[src/rx_msg_pkg.sv]
`default_nettype none
package rx_msg_pkg;
    // *****************************************************************
    // Message type codes
    // *****************************************************************
    localparam logic [4:0] TYPE_ERR_COR = 5'h00;
    localparam logic [4:0] TYPE_ERR_NONFATAL = 5'h01;
    localparam logic [4:0] TYPE_ERR_FATAL = 5'h02;
    localparam logic [4:0] TYPE_INTA_ASSERT = 5'h03;
    localparam logic [4:0] TYPE_INTD_DEASSERT = 5'h0a;
    localparam logic [4:0] TYPE_PM_PME = 5'h0b;
    localparam logic [4:0] TYPE_PME_TO_ACK = 5'h0c;
    localparam logic [4:0] TYPE_PME_TURN_OFF = 5'h0d;
    localparam logic [4:0] TYPE_PM_ASPM_NAK = 5'h0e;
    localparam logic [4:0] TYPE_SLOT_POWER = 5'h0f;
    localparam logic [4:0] TYPE_LTR = 5'h10;
    localparam logic [4:0] TYPE_OBFF = 5'h11;
    localparam logic [4:0] TYPE_UNLOCK = 5'h12;
    localparam logic [4:0] TYPE_VENDOR0 = 5'h13;
    localparam logic [4:0] TYPE_VENDOR1 = 5'h14;
    localparam logic [4:0] TYPE_ATS_INV_REQ = 5'h15;
    localparam logic [4:0] TYPE_ATS_INV_CPL = 5'h16;
    localparam logic [4:0] TYPE_ATS_PAGE_REQ = 5'h17;
    localparam logic [4:0] TYPE_ATS_PRG_RSP = 5'h18;
    localparam logic [4:0] TYPE_LAST_VALID = 5'h18;

    // *****************************************************************
    // Strobe lengths in cycles
    // *****************************************************************
    localparam logic [3:0] LEN_SHORT = 4'h2;
    localparam logic [3:0] LEN_OBFF = 4'h3;
    localparam logic [3:0] LEN_VENDOR_NODATA = 4'h4;
    localparam logic [3:0] LEN_SIX = 4'h6;
    localparam logic [3:0] LEN_VENDOR_DATA = 4'h8;
    localparam logic [3:0] LEN_GAP = 4'h1;

    // *****************************************************************
    // Reset values
    // *****************************************************************
    localparam logic [4:0] RESET_TYPE = 5'h00;
    localparam logic [7:0] RESET_DATA = 8'h00;
    localparam logic [3:0] RESET_COUNT = 4'h0;

    // *****************************************************************
    // Carriers
    // *****************************************************************
    typedef struct packed {
        logic [4:0] msg_type;
        logic [15:0] requester_id;
        logic [15:0] vendor_id;
        logic has_payload;
        logic [31:0] payload;
        logic [7:0] obff_code;
    } msg_desc_t;

    typedef struct packed {
        logic strobe;
        logic [4:0] msg_type;
        logic [7:0] data;
    } msg_ind_t;
endpackage : rx_msg_pkg
`default_nettype wire

[src/rx_message_indication_port.sv]
`default_nettype none
module rx_message_indication_port (
    // Clock and reset
    input wire logic clock_in,
    input wire logic arst_n_in,
    // Configuration
    input wire logic enable_in,
    // Message from the link receiver
    input wire logic msg_valid_in,
    input wire rx_msg_pkg::msg_desc_t msg_in,
    output logic msg_ready_out,
    // Indication towards user logic
    output logic msg_strobe_out,
    output logic [4:0] msg_type_out,
    output logic [7:0] msg_data_out
);
    // *****************************************************************
    // State
    // *****************************************************************
    typedef enum logic [2:0] {
        ST_IDLE = 3'b001,
        ST_SEND = 3'b010,
        ST_GAP = 3'b100
    } state_t;

    state_t state_r, state_nxt;
    rx_msg_pkg::msg_desc_t desc_r, desc_nxt;
    rx_msg_pkg::msg_ind_t ind_r, ind_nxt;
    logic [3:0] len_r, len_nxt;
    logic [3:0] idx_r, idx_nxt;
    logic ready_r, ready_nxt;

    // *****************************************************************
    // Strobe length by type
    // *****************************************************************
    function automatic logic [3:0] strobe_len(input rx_msg_pkg::msg_desc_t d);
        logic [3:0] len;
        len = rx_msg_pkg::LEN_SHORT;
        unique case (d.msg_type)
            rx_msg_pkg::TYPE_SLOT_POWER: len = rx_msg_pkg::LEN_SIX;
            rx_msg_pkg::TYPE_LTR: len = rx_msg_pkg::LEN_SIX;
            rx_msg_pkg::TYPE_OBFF: len = rx_msg_pkg::LEN_OBFF;
            rx_msg_pkg::TYPE_VENDOR0,
            rx_msg_pkg::TYPE_VENDOR1: begin
                len = d.has_payload ? rx_msg_pkg::LEN_VENDOR_DATA : rx_msg_pkg::LEN_VENDOR_NODATA;
            end
            default: len = rx_msg_pkg::LEN_SHORT;
        endcase
        return len;
    endfunction : strobe_len

    // *****************************************************************
    // Byte selected for a given strobe cycle
    // *****************************************************************
    function automatic logic [7:0] param_byte(input rx_msg_pkg::msg_desc_t d, input logic [3:0] idx);
        logic [7:0] b;
        b = rx_msg_pkg::RESET_DATA;
        if (idx == 4'h0) begin
            b = d.requester_id[15:8];
        end else if (idx == 4'h1) begin
            b = d.requester_id[7:0];
        end else if (d.msg_type == rx_msg_pkg::TYPE_OBFF) begin
            b = d.obff_code;
        end else if (d.msg_type == rx_msg_pkg::TYPE_VENDOR0 || d.msg_type == rx_msg_pkg::TYPE_VENDOR1) begin
            unique case (idx)
                4'h2: b = d.vendor_id[7:0];
                4'h3: b = d.vendor_id[15:8];
                4'h4: b = d.payload[7:0];
                4'h5: b = d.payload[15:8];
                4'h6: b = d.payload[23:16];
                4'h7: b = d.payload[31:24];
                default: b = rx_msg_pkg::RESET_DATA;
            endcase
        end else begin
            // LTR carries snoop then no-snoop latency in the payload word
            unique case (idx)
                4'h2: b = d.payload[7:0];
                4'h3: b = d.payload[15:8];
                4'h4: b = d.payload[23:16];
                4'h5: b = d.payload[31:24];
                default: b = rx_msg_pkg::RESET_DATA;
            endcase
        end
        return b;
    endfunction : param_byte

    // *****************************************************************
    // Next state
    // *****************************************************************
    always_comb begin
        state_nxt = state_r;
        desc_nxt = desc_r;
        len_nxt = len_r;
        idx_nxt = idx_r;
        ind_nxt = ind_r;
        ready_nxt = 1'b0;
        unique case (state_r)
            ST_IDLE: begin
                ind_nxt.strobe = 1'b0;
                if (msg_valid_in && ready_r && enable_in && msg_in.msg_type <= rx_msg_pkg::TYPE_LAST_VALID) begin
                    desc_nxt = msg_in;
                    len_nxt = strobe_len(msg_in);
                    idx_nxt = 4'h1;
                    ind_nxt.strobe = 1'b1;
                    ind_nxt.msg_type = msg_in.msg_type;
                    ind_nxt.data = param_byte(msg_in, 4'h0);
                    state_nxt = ST_SEND;
                end else begin
                    ready_nxt = 1'b1;
                end
            end
            ST_SEND: begin
                if (idx_r == len_r) begin
                    ind_nxt.strobe = 1'b0;
                    ind_nxt.data = rx_msg_pkg::RESET_DATA;
                    idx_nxt = rx_msg_pkg::RESET_COUNT;
                    state_nxt = ST_GAP;
                end else begin
                    // Type is held; only the byte changes
                    ind_nxt.data = param_byte(desc_r, idx_r);
                    idx_nxt = idx_r + 4'h1;
                end
            end
            ST_GAP: begin
                ready_nxt = 1'b1;
                state_nxt = ST_IDLE;
            end
            default: begin
                ind_nxt.strobe = 1'b0;
                state_nxt = ST_IDLE;
            end
        endcase
    end

    // *****************************************************************
    // Registers
    // *****************************************************************
    always_ff @(posedge clock_in or negedge arst_n_in) begin
        if (!arst_n_in) begin
            state_r <= ST_IDLE;
            desc_r <= '0;
            len_r <= rx_msg_pkg::RESET_COUNT;
            idx_r <= rx_msg_pkg::RESET_COUNT;
            ind_r <= '0;
            ready_r <= 1'b0;
        end else begin
            state_r <= state_nxt;
            desc_r <= desc_nxt;
            len_r <= len_nxt;
            idx_r <= idx_nxt;
            ind_r <= ind_nxt;
            ready_r <= ready_nxt;
        end
    end

    assign msg_strobe_out = ind_r.strobe;
    assign msg_type_out = ind_r.msg_type;
    assign msg_data_out = ind_r.data;
    assign msg_ready_out = ready_r;
endmodule : rx_message_indication_port
`default_nettype wire

[config.mk]
export PLATFORM = sky130hd
export DESIGN_NAME = rx_message_indication_port
export DESIGN_NICKNAME = d
export VERILOG_FILES = /design/src/rx_msg_pkg.sv /design/src/rx_message_indication_port.sv
export SDC_FILE = /design/constraint.sdc
export NUM_CORES = 1
export LEC_CHECK = 0
export BUFFER_PORTS_ARGS = -buffer_cell sky130_fd_sc_hd__buf_4
export CAP_MARGIN = 20
export CORE_UTILIZATION = 40
export DETAILED_ROUTE_END_ITERATION = 16
export HOLD_SLACK_MARGIN = 0.08
export PLACE_DENSITY_LB_ADDON = 0.25
export SETUP_SLACK_MARGIN = 0.4
export SYNTH_ARGS = -nofsm -noshare
export SYNTH_HDL_FRONTEND = slang
export SYNTH_SLANG_ARGS = --single-unit
[constraint.sdc]
create_clock -name clock_in -period 2.55 [get_ports clock_in]
set_input_delay 0.51 -clock clock_in [delete_from_list [all_inputs] [get_ports clock_in]]
set_output_delay 0.51 -clock clock_in [all_outputs]
set_load 0.05 [all_outputs]
==> reports/results.ini, run 1 <==
[run_status]
status = finished clean

[worst_setup_path]
worstPathRequired_ns = 2.83
worst_setup_path_end_kind = flop
startpoint_type = flop
worstPathArrival_ns = 2.33
reg2reg_depth = 7
rrSetupSlack_ns = 0.50
r2r_start = idx_r[1]
path_class = reg -> reg
r2r-end = msg_data_out[2]
crit_fanout = 10

[synthesis]
synth_area_sq_um = 4960
synthCells = 569
synth_flop_cell = dfrtp_1
yosysSeqAreaShare_pct = 49.4
syn_avg_cell_area_sq_um = 8.72
ys_types = 54
synth_nets = 655
synth_edf_count = 0
ys_ff_latch = 98
ys_warn_count = 0
synth-async-reset-ratio_pct = 100

[floorplan]
die_h_um = 113
die_x_um = 113
rows = 40
io_pins = 97
initial_utilization_pct = 41.1
die_area_sq_um = 12900
coreArea_sq_um = 12100

[power_and_ir_drop]
powerDensity_nw_per_um2 = 1020
power_mw = 6.35
power_leakage_nw = 3.00
ir_drop_uv = 442

[layout]
areaGrowthSynthToFinish_pct = 25.4
diodes = 0
fin_cells = 829
nNetsFinal = 742
n_fill_cell = 1153
drive_gt1_share_pct = 23.8

[route]
routedWlPerCell_um = 16.1
vias_per_cell = 5.26
ant_nets = 0
vias = 4360
drt_iter0_drc = 287
drc = 0
firstDrtPassIters = 5
routed_wl_um = 13300

[clocking]
cts.sinks = 98
cts_buffer_depth = 2
clk_pin_slew_worst_paths_ns = 0.06
cts_made_buffers = 9
h-tree-depth = 3
cts_tree = built
clk-insertion-delay-late_ns = 0.35
cts-root-buf = clkbuf_16
cts_hold_buffers = 0
cts_setup_buffers = 0

[placement]
dp.cells = 813
port_buffers = 96
hpwl_um = 9680
gp_congestion = 0.826

[global_routing]
grt_max_degree = 46
grt_pass1_vias = 4402
gr-total-overflow = 0
grt_pass1_wl_um = 22000
grt_antenna_before_repair = 0
grtUsageTotal_pct = 22.1

[timing]
setup-tns-final_ns = 0
whs_ns = 0.165
fin_crit_ns = 2.05
relSlewSlack_pct = 59.8
rsz0062_at_grt = true
tightest_slew_ns = 0.603
worst_clock_skew_ns = 0.00690
fmax_mhz = 488
min_period_over_period_pct = 80.3
setup_viol = 0
maxSlewViolCount = 0
hold_viol = 0

[worst_hold_path]
holdCritPathClass = in -> async

[run]
maxCapViolCount = 0

==> layer usage <==
metal | vias to the layer above | track usage [%] | part of all wire (%)
li1 | 2111 | - | -
met1 | 2097 | 28.6 | 44
met2 | 139 | 37.1 | 49
met3 | 13 | 5.63 | 5.4
met4 | 0 | 5.70 | 1.4
met5 | - | 0 | 0
==> flip-flops by register name (all words and copies together), names as in the netlist <==
| name | count |
|---|---|
| msg_strobe_out | 1 |
| state_r | 3 |
| desc_r | 72 |
| len_r | 4 |
| msg_type_out | 5 |
| idx_r | 4 |
| msg_data_out | 8 |
| msg_ready_out | 1 |
==> kinds of logic (layout without fill, tap and decap cells) <==
family	count (synthesis)	in the layout	synth area share [%]
XOR/XNOR	5	5	0.882
flip-flops	98	98	49.4
multiplexers	3	3	0.857
adder cells (fa/ha/maj)	4	4	1.01
AO/OA/AOI/OAI	111	111	16.7
buffers and inverters	47	139	5.65
AND/OR/NAND/NOR	301	301	25.5
==> power by group <==
part	leakage, nW	switching [mW]	internal, mW
logic	1.63	1.38	0.909
registers	1.22	0.473	2.15
clock network	0.151	0.555	0.888
total	3.00	2.41	3.95
==> how the worst max path moves through the flow <==
stage / depth (start not counted) / end / startpoint / slack [ns]
floorplan: 6 / msg_data_out[6] / msg_ready_out / 0.62
global placement: 8 / idx_r[2] / msg_in[73] / 0.12
detailed placement: 8 / msg_data_out[1] / msg_in[73] / 0.08
CTS: 8 / msg_data_out[3] / idx_r[0] / 0.40
global route: 8 / msg_data_out[0] / idx_r[0] / 0.38
finish: 7 / msg_data_out[2] / idx_r[1] / 0.50
==> layout make-up <==
class / instances / area (sq um) / share of cell area [%]
Clock buffer: 14 / 254 / 4.08
Clock inverter: 2 / 60.1 / 0.965
Inverter: 3 / 11.3 / 0.181
Multi-Input combinational cell: 424 / 2310 / 37.1
Sequential cell: 98 / 2460 / 39.5
Tap cell: 168 / 210 / 3.38
Timing Repair Buffer: 120 / 921 / 14.8
==> what timing repair did <==
action                                  CTS  global route
endpoints found under the hold margin     0             0
gates resized for setup                   5            17
endpoints found under the setup margin    8             9
pin swaps                                 0             0
==> cells in the final DEF (no fill, tap or decap), types with 5 or more instances in the layout <==
master     Yosys  layout
a22oi_1       21      21
and2_1         8       8
nor2b_1        5       5
a31oi_1        9       9
a221oi_1      15      12
clkbuf_16      0       9
a311oi_1       5       5
buf_4          7     118
xnor2_1        5       5
dfrtp_1       97      94
o21ai_0       21      19
nand2_1      250     250
nor2_1         9       9
a21oi_1       11      11
==> synthesized netlist by cell type (all sizes together) (2+ instances only) <==
| cell type | count | area, sq um |
|---|---|---|
| nor2b | 5 | 31.3 |
| or3 | 2 | 12.5 |
| nand3 | 4 | 20.0 |
| a21oi | 11 | 55.1 |
| or4b | 2 | 20.0 |
| a311oi | 5 | 43.8 |
| mux2i | 2 | 20.0 |
| buf | 26 | 201 |
| dfrtp | 97 | 2430 |
| nand3b | 3 | 22.5 |
| and2 | 8 | 50.1 |
| o211ai | 3 | 22.5 |
| a221oi | 15 | 131 |
| o21a | 2 | 15.0 |
| nor3b | 2 | 15.0 |
| o31ai | 2 | 15.0 |
| xnor2 | 5 | 43.8 |
| nor3 | 2 | 15.0 |
| a22oi | 21 | 158 |
| o2bb2ai | 3 | 26.3 |
| a22o | 2 | 17.5 |
| nor2 | 9 | 33.8 |
| a211o | 4 | 35.0 |
| a31oi | 9 | 56.3 |
| clkbuf | 18 | 67.6 |
| a32oi | 2 | 17.5 |
| o21ai | 21 | 105 |
| a222oi | 2 | 20.0 |
| nand2b | 4 | 25.0 |
| nand2 | 252 | 965 |
| ha | 4 | 50.1 |
| nand4 | 2 | 12.5 |
| o2111ai | 2 | 17.5 |
| inv | 3 | 11.3 |
| o211a | 2 | 20.0 |
| and3 | 3 | 18.8 |
==> through the flow <==
stage	util [%]	setup WS [ns]	cell area, sq um
2_1_floorplan	-	0.621	4960
3_3_place_gp	48.3	0.120	5820
3_5_place_dp	48.3	0.0833	5820
4_1_cts	50.9	0.400	6140
5_1_grt	51.6	0.379	6220
6_report	51.6	0.501	6220
==> worst max-delay path, stage by stage (launching register included) <==
cell     delay, ns
dfrtp_2       0.43
inv_1         0.13
ha_4          0.22
nor3b_2       0.16
buf_4         0.19
or3_1         0.36
or3_1         0.38
nand4_1       0.10
(Power assumes the default switching activity.)
==> inputs of run 2 (changes only) <==
--- a/config.mk
+++ b/config.mk
@@ -5,6 +5,7 @@
 export SDC_FILE = /design/constraint.sdc
 export NUM_CORES = 1
 export LEC_CHECK = 0
+export ABC_AREA = 1
 export BUFFER_PORTS_ARGS = -buffer_cell sky130_fd_sc_hd__buf_4
 export CAP_MARGIN = 20
 export CORE_UTILIZATION = 40
==> constraint.sdc (replaced) <==
create_clock -name clock_in -period 2.1 [get_ports clock_in]
set_input_delay 0.42 -clock clock_in [delete_from_list [all_inputs] [get_ports clock_in]]
set_output_delay 0.42 -clock clock_in [all_outputs]
set_load 0.05 [all_outputs]
==> run 2 against run 1 <==
Area after synthesis rose by 5.6%; cell count rose by 20%; sequential share of layout area fell by 3.5 points; sequential power rose by 20%; global-route usage rose by 0.88 points; non-clock buffer count rose by 14; fmax rose by 14%; sequential cell count did not move; hold slack improved by 0.094 ns; register-to-register slack got worse by 0.21 ns; cell area rose by 9.7%; count of clock-buffer cells in the layout fell by 3; critical endpoint is now msg_data_out[7].
==> reports/results.ini, run 2 <==
[run_status]
status = finished clean

[synthesis]
synth_adder_area_share_pct = 0.955
ys_types = 39
synth_nets = 792
synth_edf_count = 0
synth_top_family_by_area = simple AND/OR/NAND/NOR gates
synth_area_sq_um = 5240
synth-async-reset-ratio_pct = 100
synth_largest_area_cell = dfrtp_1
syn_avg_cell_area_sq_um = 7.42
yosysSeqAreaShare_pct = 46.8
synthCells = 706
ys_warn_count = 0
synth.mux.area_fraction_pct = 0
synth.area.top_cells = dfrtp_1, nand2_1, inv_1
yosysTopAreaCellShare_pct = 46.3
synthTopCellsByCount = nand2_1, dfrtp_1, inv_1
yosys.area_share.xor_xnor_pct = 0.812
ys_ff_latch = 98
synth.most_common_cell = nand2_1
synthSimpleGateAreaFrac_pct = 32.4
synth_flop_cell = dfrtp_1
synth_compound_area_share_pct = 9.10

[power_and_ir_drop]
power_leakage_nw = 3.56
ir_drop_uv = 722
powerDensity_nw_per_um2 = 1210

[layout]
mostFrequentLayoutCell = nand2_1
diodes = 0
nNetsFinal = 906
mostFrequentLayoutCells = nand2_1, buf_4, dfrtp_1
n_fill_cell = 1211
largest_reg_flops = 72
fin_cells = 995
areaGrowthSynthToFinish_pct = 30.3
final_area_sq_um = 6830
largest-register = desc_r
drive_gt1_share_pct = 26.2
regArea_sq_um = 2460
utilization_pct = 53.9
multi_input_area_sq_um = 2460

[floorplan]
die_x_um = 116
rows = 41
coreArea_sq_um = 12700
initial_utilization_pct = 41.4
die_h_um = 116
die_area_sq_um = 13600
io_pins = 97

[worst_setup_path]
path_class = reg -> reg
cpMostUsedCell = nand2_1
worstPathArrival_ns = 2.04
cp_slowest_cell = dfrtp_2
startpoint_type = flop
r2r_start = idx_r[1]
max_stage_delay_ns = 0.45
cp_cell_sequence = buf_6 > ha_4 > buf_4 > nand3_1 > nand2_1 > nor2_1 > nand2_1 > nand3_2 > nand2_1 > nand2_1 > nand2_1 > nand2_1 > a21oi_2
worstPathRequired_ns = 2.34
startpoint = idx_r[1]
crit_fanout = 7
worst_setup_path_end_kind = flop

[global_routing]
top_usage_layer = met2
use_met1_pct = 29.3
gr-total-overflow = 0
grt_pass1_wl_um = 23700
grt_max_degree = 50
grt_use_met3_pct = 3.79
grt_use_met2_pct = 39.3
grt_pass1_vias = 4966
grt_antenna_before_repair = 0
grtUsageTotal_pct = 23.0

[clocking]
cts-root-buf = clkbuf_16
cts_tree = built
cts.sinks = 98
cts_made_buffers = 9
clk-insertion-delay-late_ns = 0.35
h-tree-depth = 3
clk_pin_slew_worst_paths_ns = 0.07
cts_buffer_depth = 2

[timing]
tightest_slew_ns = 0.445
rsz0062_at_grt = true
worst_clock_skew_ns = 0.00991
maxSlewViolCount = 0
setup_viol = 0
relSlewSlack_pct = 70.3
fin_crit_ns = 1.80
setup-tns-final_ns = 0
min_period_over_period_pct = 85.9
whs_ns = 0.259
hold_viol = 0
fmax_mhz = 554

[run]
maxCapViolCount = 0

[placement]
dpl-instance-area_sq_um = 6110
dp.cells = 960
gp_congestion = 0.912
port_buffers = 96
hpwl_um = 10400

[route]
routedWlPerCell_um = 14.6
drc = 0
firstDrtPassIters = 5
ant_nets = 0
drt_iter0_drc = 353
vias = 4914
routed_wl_um = 14500
vias_per_cell = 4.94

[worst_hold_path]
holdCritPathClass = in -> reg
min-delay-start = msg_in[30]

==> run 2: cells by family after synthesis <==
| group | Yosys count |
|---|---|
| AND/OR/NAND/NOR | 401 |
| AO/OA/AOI/OAI | 89 |
| buffers and inverters | 110 |
| XOR/XNOR | 4 |
| flip-flops | 98 |
| adder cells (fa/ha/maj) | 4 |
==> run 2: worst max-delay path: cells and delay by family (launching register included) <==
kind | cells | cell delay, ns
fa+ha+maj | 1 | 0.20
compound gates | 1 | 0.05
buf+inv | 2 | 0.29
simple gates | 9 | 0.70
flops | 1 | 0.45
==> run 2: cell type report <==
cell class / instances / share of cell area [%]
clock buffers: 11 / 3.41
clock inverters: 3 / 0.623
well taps: 172 / 3.15
inverters: 79 / 4.67
multi-input cells: 498 / 36.1
flip-flops and latches: 98 / 36.0
repair buffers: 134 / 16.1
==> run 2: power breakdown <==
| part | total [mW] | switching (mW) | internal [mW] |
|---|---|---|---|
| Combinational | 3.50 | 2.20 | 1.30 |
| Clock | 1.59 | 0.682 | 0.909 |
| Sequential | 3.15 | 0.518 | 2.63 |
| Total | 8.24 | 3.40 | 4.84 |
==> run 2: final timing paths <==
kind	end	slack [ns]	cells after the start
setup / recovery	msg_data_out[7]	0.30	13
hold reg to reg	msg_strobe_out	0.48	2
max in group asynchronous	len_r[2]	0.90	3
hold / removal	desc_r[30]	0.26	3
setup reg to reg	msg_data_out[7]	0.30	13
min in group asynchronous	desc_r[27]	0.56	2
==> run 2: what timing repair did <==
item	CTS	global route
setup buffers	16	3
hold endpoints to repair	28	0
setup endpoints to repair	44	87
resized for setup	45	19
gates cloned	1	0
pin swaps	26	15
hold buffers	1	0
==> run 2: through the flow <==
| step | total power [mW] | setup WS (ns) |
|---|---|---|
| 3_3_place_gp | 6.22 | 0.151 |
| 2_1_floorplan | 5.31 | 0.461 |
| 4_1_cts | 8.18 | 0.350 |
| 3_5_place_dp | 6.27 | 0.140 |
| 6_report | 8.24 | 0.296 |
| 5_1_grt | 8.81 | 0.195 |
==> run 2: routing by layer <==
| layer | routed length (um) | vias to the layer above |
|---|---|---|
| met5 | 0 | - |
| li1 | - | 2406 |
| met2 | 7180 | 139 |
| met1 | 6350 | 2342 |
| met4 | 312 | 0 |
| met3 | 680 | 27 |
==> inputs of run 3 (changes only) <==
--- a/config.mk
+++ b/config.mk
@@ -7,8 +7,7 @@
 export LEC_CHECK = 0
 export ABC_AREA = 1
 export BUFFER_PORTS_ARGS = -buffer_cell sky130_fd_sc_hd__buf_4
-export CAP_MARGIN = 20
-export CORE_UTILIZATION = 40
+export CORE_UTILIZATION = 45
 export DETAILED_ROUTE_END_ITERATION = 16
 export HOLD_SLACK_MARGIN = 0.08
 export PLACE_DENSITY_LB_ADDON = 0.25
==> constraint.sdc (replaced) <==
create_clock -name clock_in -period 2.1 [get_ports clock_in]
set_input_delay 0.21 -clock clock_in [delete_from_list [all_inputs] [get_ports clock_in]]
set_output_delay 0.21 -clock clock_in [all_outputs]
set_load 0.05 [all_outputs]
==> run 3 against run 2 <==
Total power rose by 4.2%; count of clock-buffer cells in the layout rose by 3; first-iteration DRC count fell by 5.1%; die area fell by 11%; clock power barely moved; clock skew fell by 0.0038 ns; register-to-register slack improved by 0.03 ns; hold slack got worse by 0.18 ns; global-route usage rose by 4.8 points; wire length rose by 17%; setup slack improved by 0.033 ns; sequential power barely moved; critical path type unchanged; critical endpoint is now msg_data_out[1].
==> reports/results.ini, run 3 (synthesized netlist as in run 2, its figures left out) <==
[layout]
largest_reg_flops = 72
largest-register = desc_r
nNetsFinal = 990
mostFrequentLayoutCells = nand2_1, buf_4, dfrtp_1
areaGrowthSynthToFinish_pct = 48.0
mostFrequentLayoutCell = nand2_1
drive_gt1_share_pct = 27.2
n_fill_cell = 905
diodes = 0
fin_cells = 1052

[timing]
tightest_slew_ns = 0.392
hold_viol = 0
worst_clock_skew_ns = 0.00613
fmax_mhz = 565
maxSlewViolCount = 0
fin_crit_ns = 1.77
rsz0062_at_grt = true
setup-tns-final_ns = 0
setup_viol = 0
relSlewSlack_pct = 73.9
min_period_over_period_pct = 84.3
layout_setup_ws_ns = 0.329

[placement]
gp_congestion = 0.894
dp.cells = 935
hpwl_um = 10400
port_buffers = 96
pre_cts_slack_ns = 0.133

[power_and_ir_drop]
ir_drop_uv = 917
powerDensity_nw_per_um2 = 1110
pwr-share-comb_pct = 44.9
power_mw = 8.59
internal_power_mw = 5.03
swShare_pct = 41.5
clockPowerShare_pct = 18.6
power_leakage_nw = 4.02
switching_power_mw = 3.56
seqPwrFrac_pct = 36.5

[worst_setup_path]
max_stage_delay_ns = 0.43
cp_slowest_cell = dfrtp_2
path_class = reg -> reg
startpoint_type = flop
cpMostUsedCell = nand2_1
worstPathRequired_ns = 2.35
worst_setup_path_end_kind = flop
cp_cell_sequence = inv_4 > ha_4 > buf_12 > nand2_8 > inv_6 > nand2_1 > nand2_1 > a21oi_1 > nand2_1 > nand3_1 > nand2_1 > nand2_1 > nand2_1 > nand2_1 > nand2_1
cp.buffers_inverters = 3
path_delay_family = simple AND/OR/NAND/NOR gates
crit_fanout = 6
worstPathArrival_ns = 2.02

[route]
ant_nets = 0
vias = 5378
drc = 0
wl_met2_um = 8220
maxUsedRoutingLayer = met4
drt_iter0_drc = 335
vias_per_cell = 5.11
routed_wl_um = 16900
wl_met3_um = 1080
firstDrtPassIters = 5
routedWlPerCell_um = 16.1
m1WireLength_um = 7120

[clocking]
cts-root-buf = clkbuf_16
clk_pin_slew_worst_paths_ns = 0.07
cts_tree = built
cts.sinks = 98
clk-insertion-delay-late_ns = 0.36
h-tree-depth = 3
cts_buffer_depth = 2
cts_made_buffers = 9

[global_routing]
gr-total-overflow = 0
grt_pass1_wl_um = 24900
grt_max_degree = 57
grtUsageTotal_pct = 27.8
grt_antenna_before_repair = 0
grt_pass1_vias = 5102

[floorplan]
die_x_um = 110
die_area_sq_um = 12100
coreArea_sq_um = 11400
die_h_um = 110
initial_utilization_pct = 46.1
io_pins = 97
rows = 39

[run_status]
status = finished clean

[run]
maxCapViolCount = 0

[worst_hold_path]
holdCritPathClass = in -> reg

run 3: cell types whose count changed in the layout (fill, tap and decap cells not counted), moves of 3 or more:
cell / change
buf_6: -3
nand3_1: +3
buf_12: +6
dlygate4sd3_1: +64
clkbuf_16: +3
clkbuf_8: +3
buf_4: +10
nand2_2: +7
nand2_4: +3
o21ai_1: +6
nand2_1: -11
o21ai_0: -8
run 3: cell type report:
class / count / area [sq um] / share of cell area (%)
timing repair buffer: 214 / 1970 / 25.4
sequential: 98 / 2460 / 31.7
inverter: 79 / 340 / 4.39
timing repair inverter: 3 / 23.8 / 0.306
clock buffer: 14 / 274 / 3.53
tap: 143 / 179 / 2.31
clock inverter: 2 / 10.0 / 0.129
multi-input combinational: 499 / 2500 / 32.2
run 3: path summary, 6_finish.rpt:
| path | from | to | slack (ns) | depth (start not counted) |
|---|---|---|---|---|
| max reg2reg | idx_r[0] | msg_data_out[1] | 0.33 | 15 |
| min in group asynchronous | arst_n_in | msg_data_out[5] | 0.25 | 2 |
| min reg2reg | msg_strobe_out | msg_strobe_out | 0.48 | 2 |
| min | msg_in[47] | desc_r[47] | 0.08 | 3 |
| max in group asynchronous | arst_n_in | state_r[0] | 1.17 | 3 |
| max | idx_r[0] | msg_data_out[1] | 0.33 | 15 |
run 3: power groups by stage:
stage / combinational (mW) / sequential, mW / clock [mW]
6_report: 3.85 / 3.13 / 1.60
5_1_grt: 4.24 / 3.21 / 1.70
4_1_cts: 3.48 / 3.11 / 1.63
3_5_place_dp: 3.17 / 3.13 / 0
3_3_place_gp: 3.11 / 3.12 / 0
2_1_floorplan: 2.05 / 3.26 / 0
run 3: per-stage QoR:
step / hold slack (ns) / util (%) / area, sq um
3_3_place_gp: 0.0831 / 53.8 / 6120
6_report: 0.0810 / 68.2 / 7760
2_1_floorplan: -0.0856 / - / 5240
5_1_grt: 0.0793 / 68.2 / 7760
3_5_place_dp: 0.0833 / 53.8 / 6120
4_1_cts: 0.0803 / 63.9 / 7270
run 3: routing by layer:
metal	up-vias	track usage (%)
met2	213	47.0
met1	2547	35.2
met3	38	3.97
li1	2580	-
met5	-	0
met4	0	12.3
run 3: worst register-to-register path: cells and delay by family, from the launching register on:
family | cells | cell delay (ns)
AO/OA/AOI/OAI | 1 | 0.11
AND/OR/NAND/NOR | 10 | 0.71
flip-flops | 1 | 0.43
buffers and inverters | 3 | 0.25
adder cells (fa/ha/maj) | 1 | 0.18
run 3: repair_timing:
action                                  CTS  global route
pin swaps                                11            29
buffers inserted                          8            20
hold endpoints to repair                131             0
hold buffers                             65             0
gates resized for setup                  37            53
endpoints found under the setup margin   88            24
cloned                                    2             6
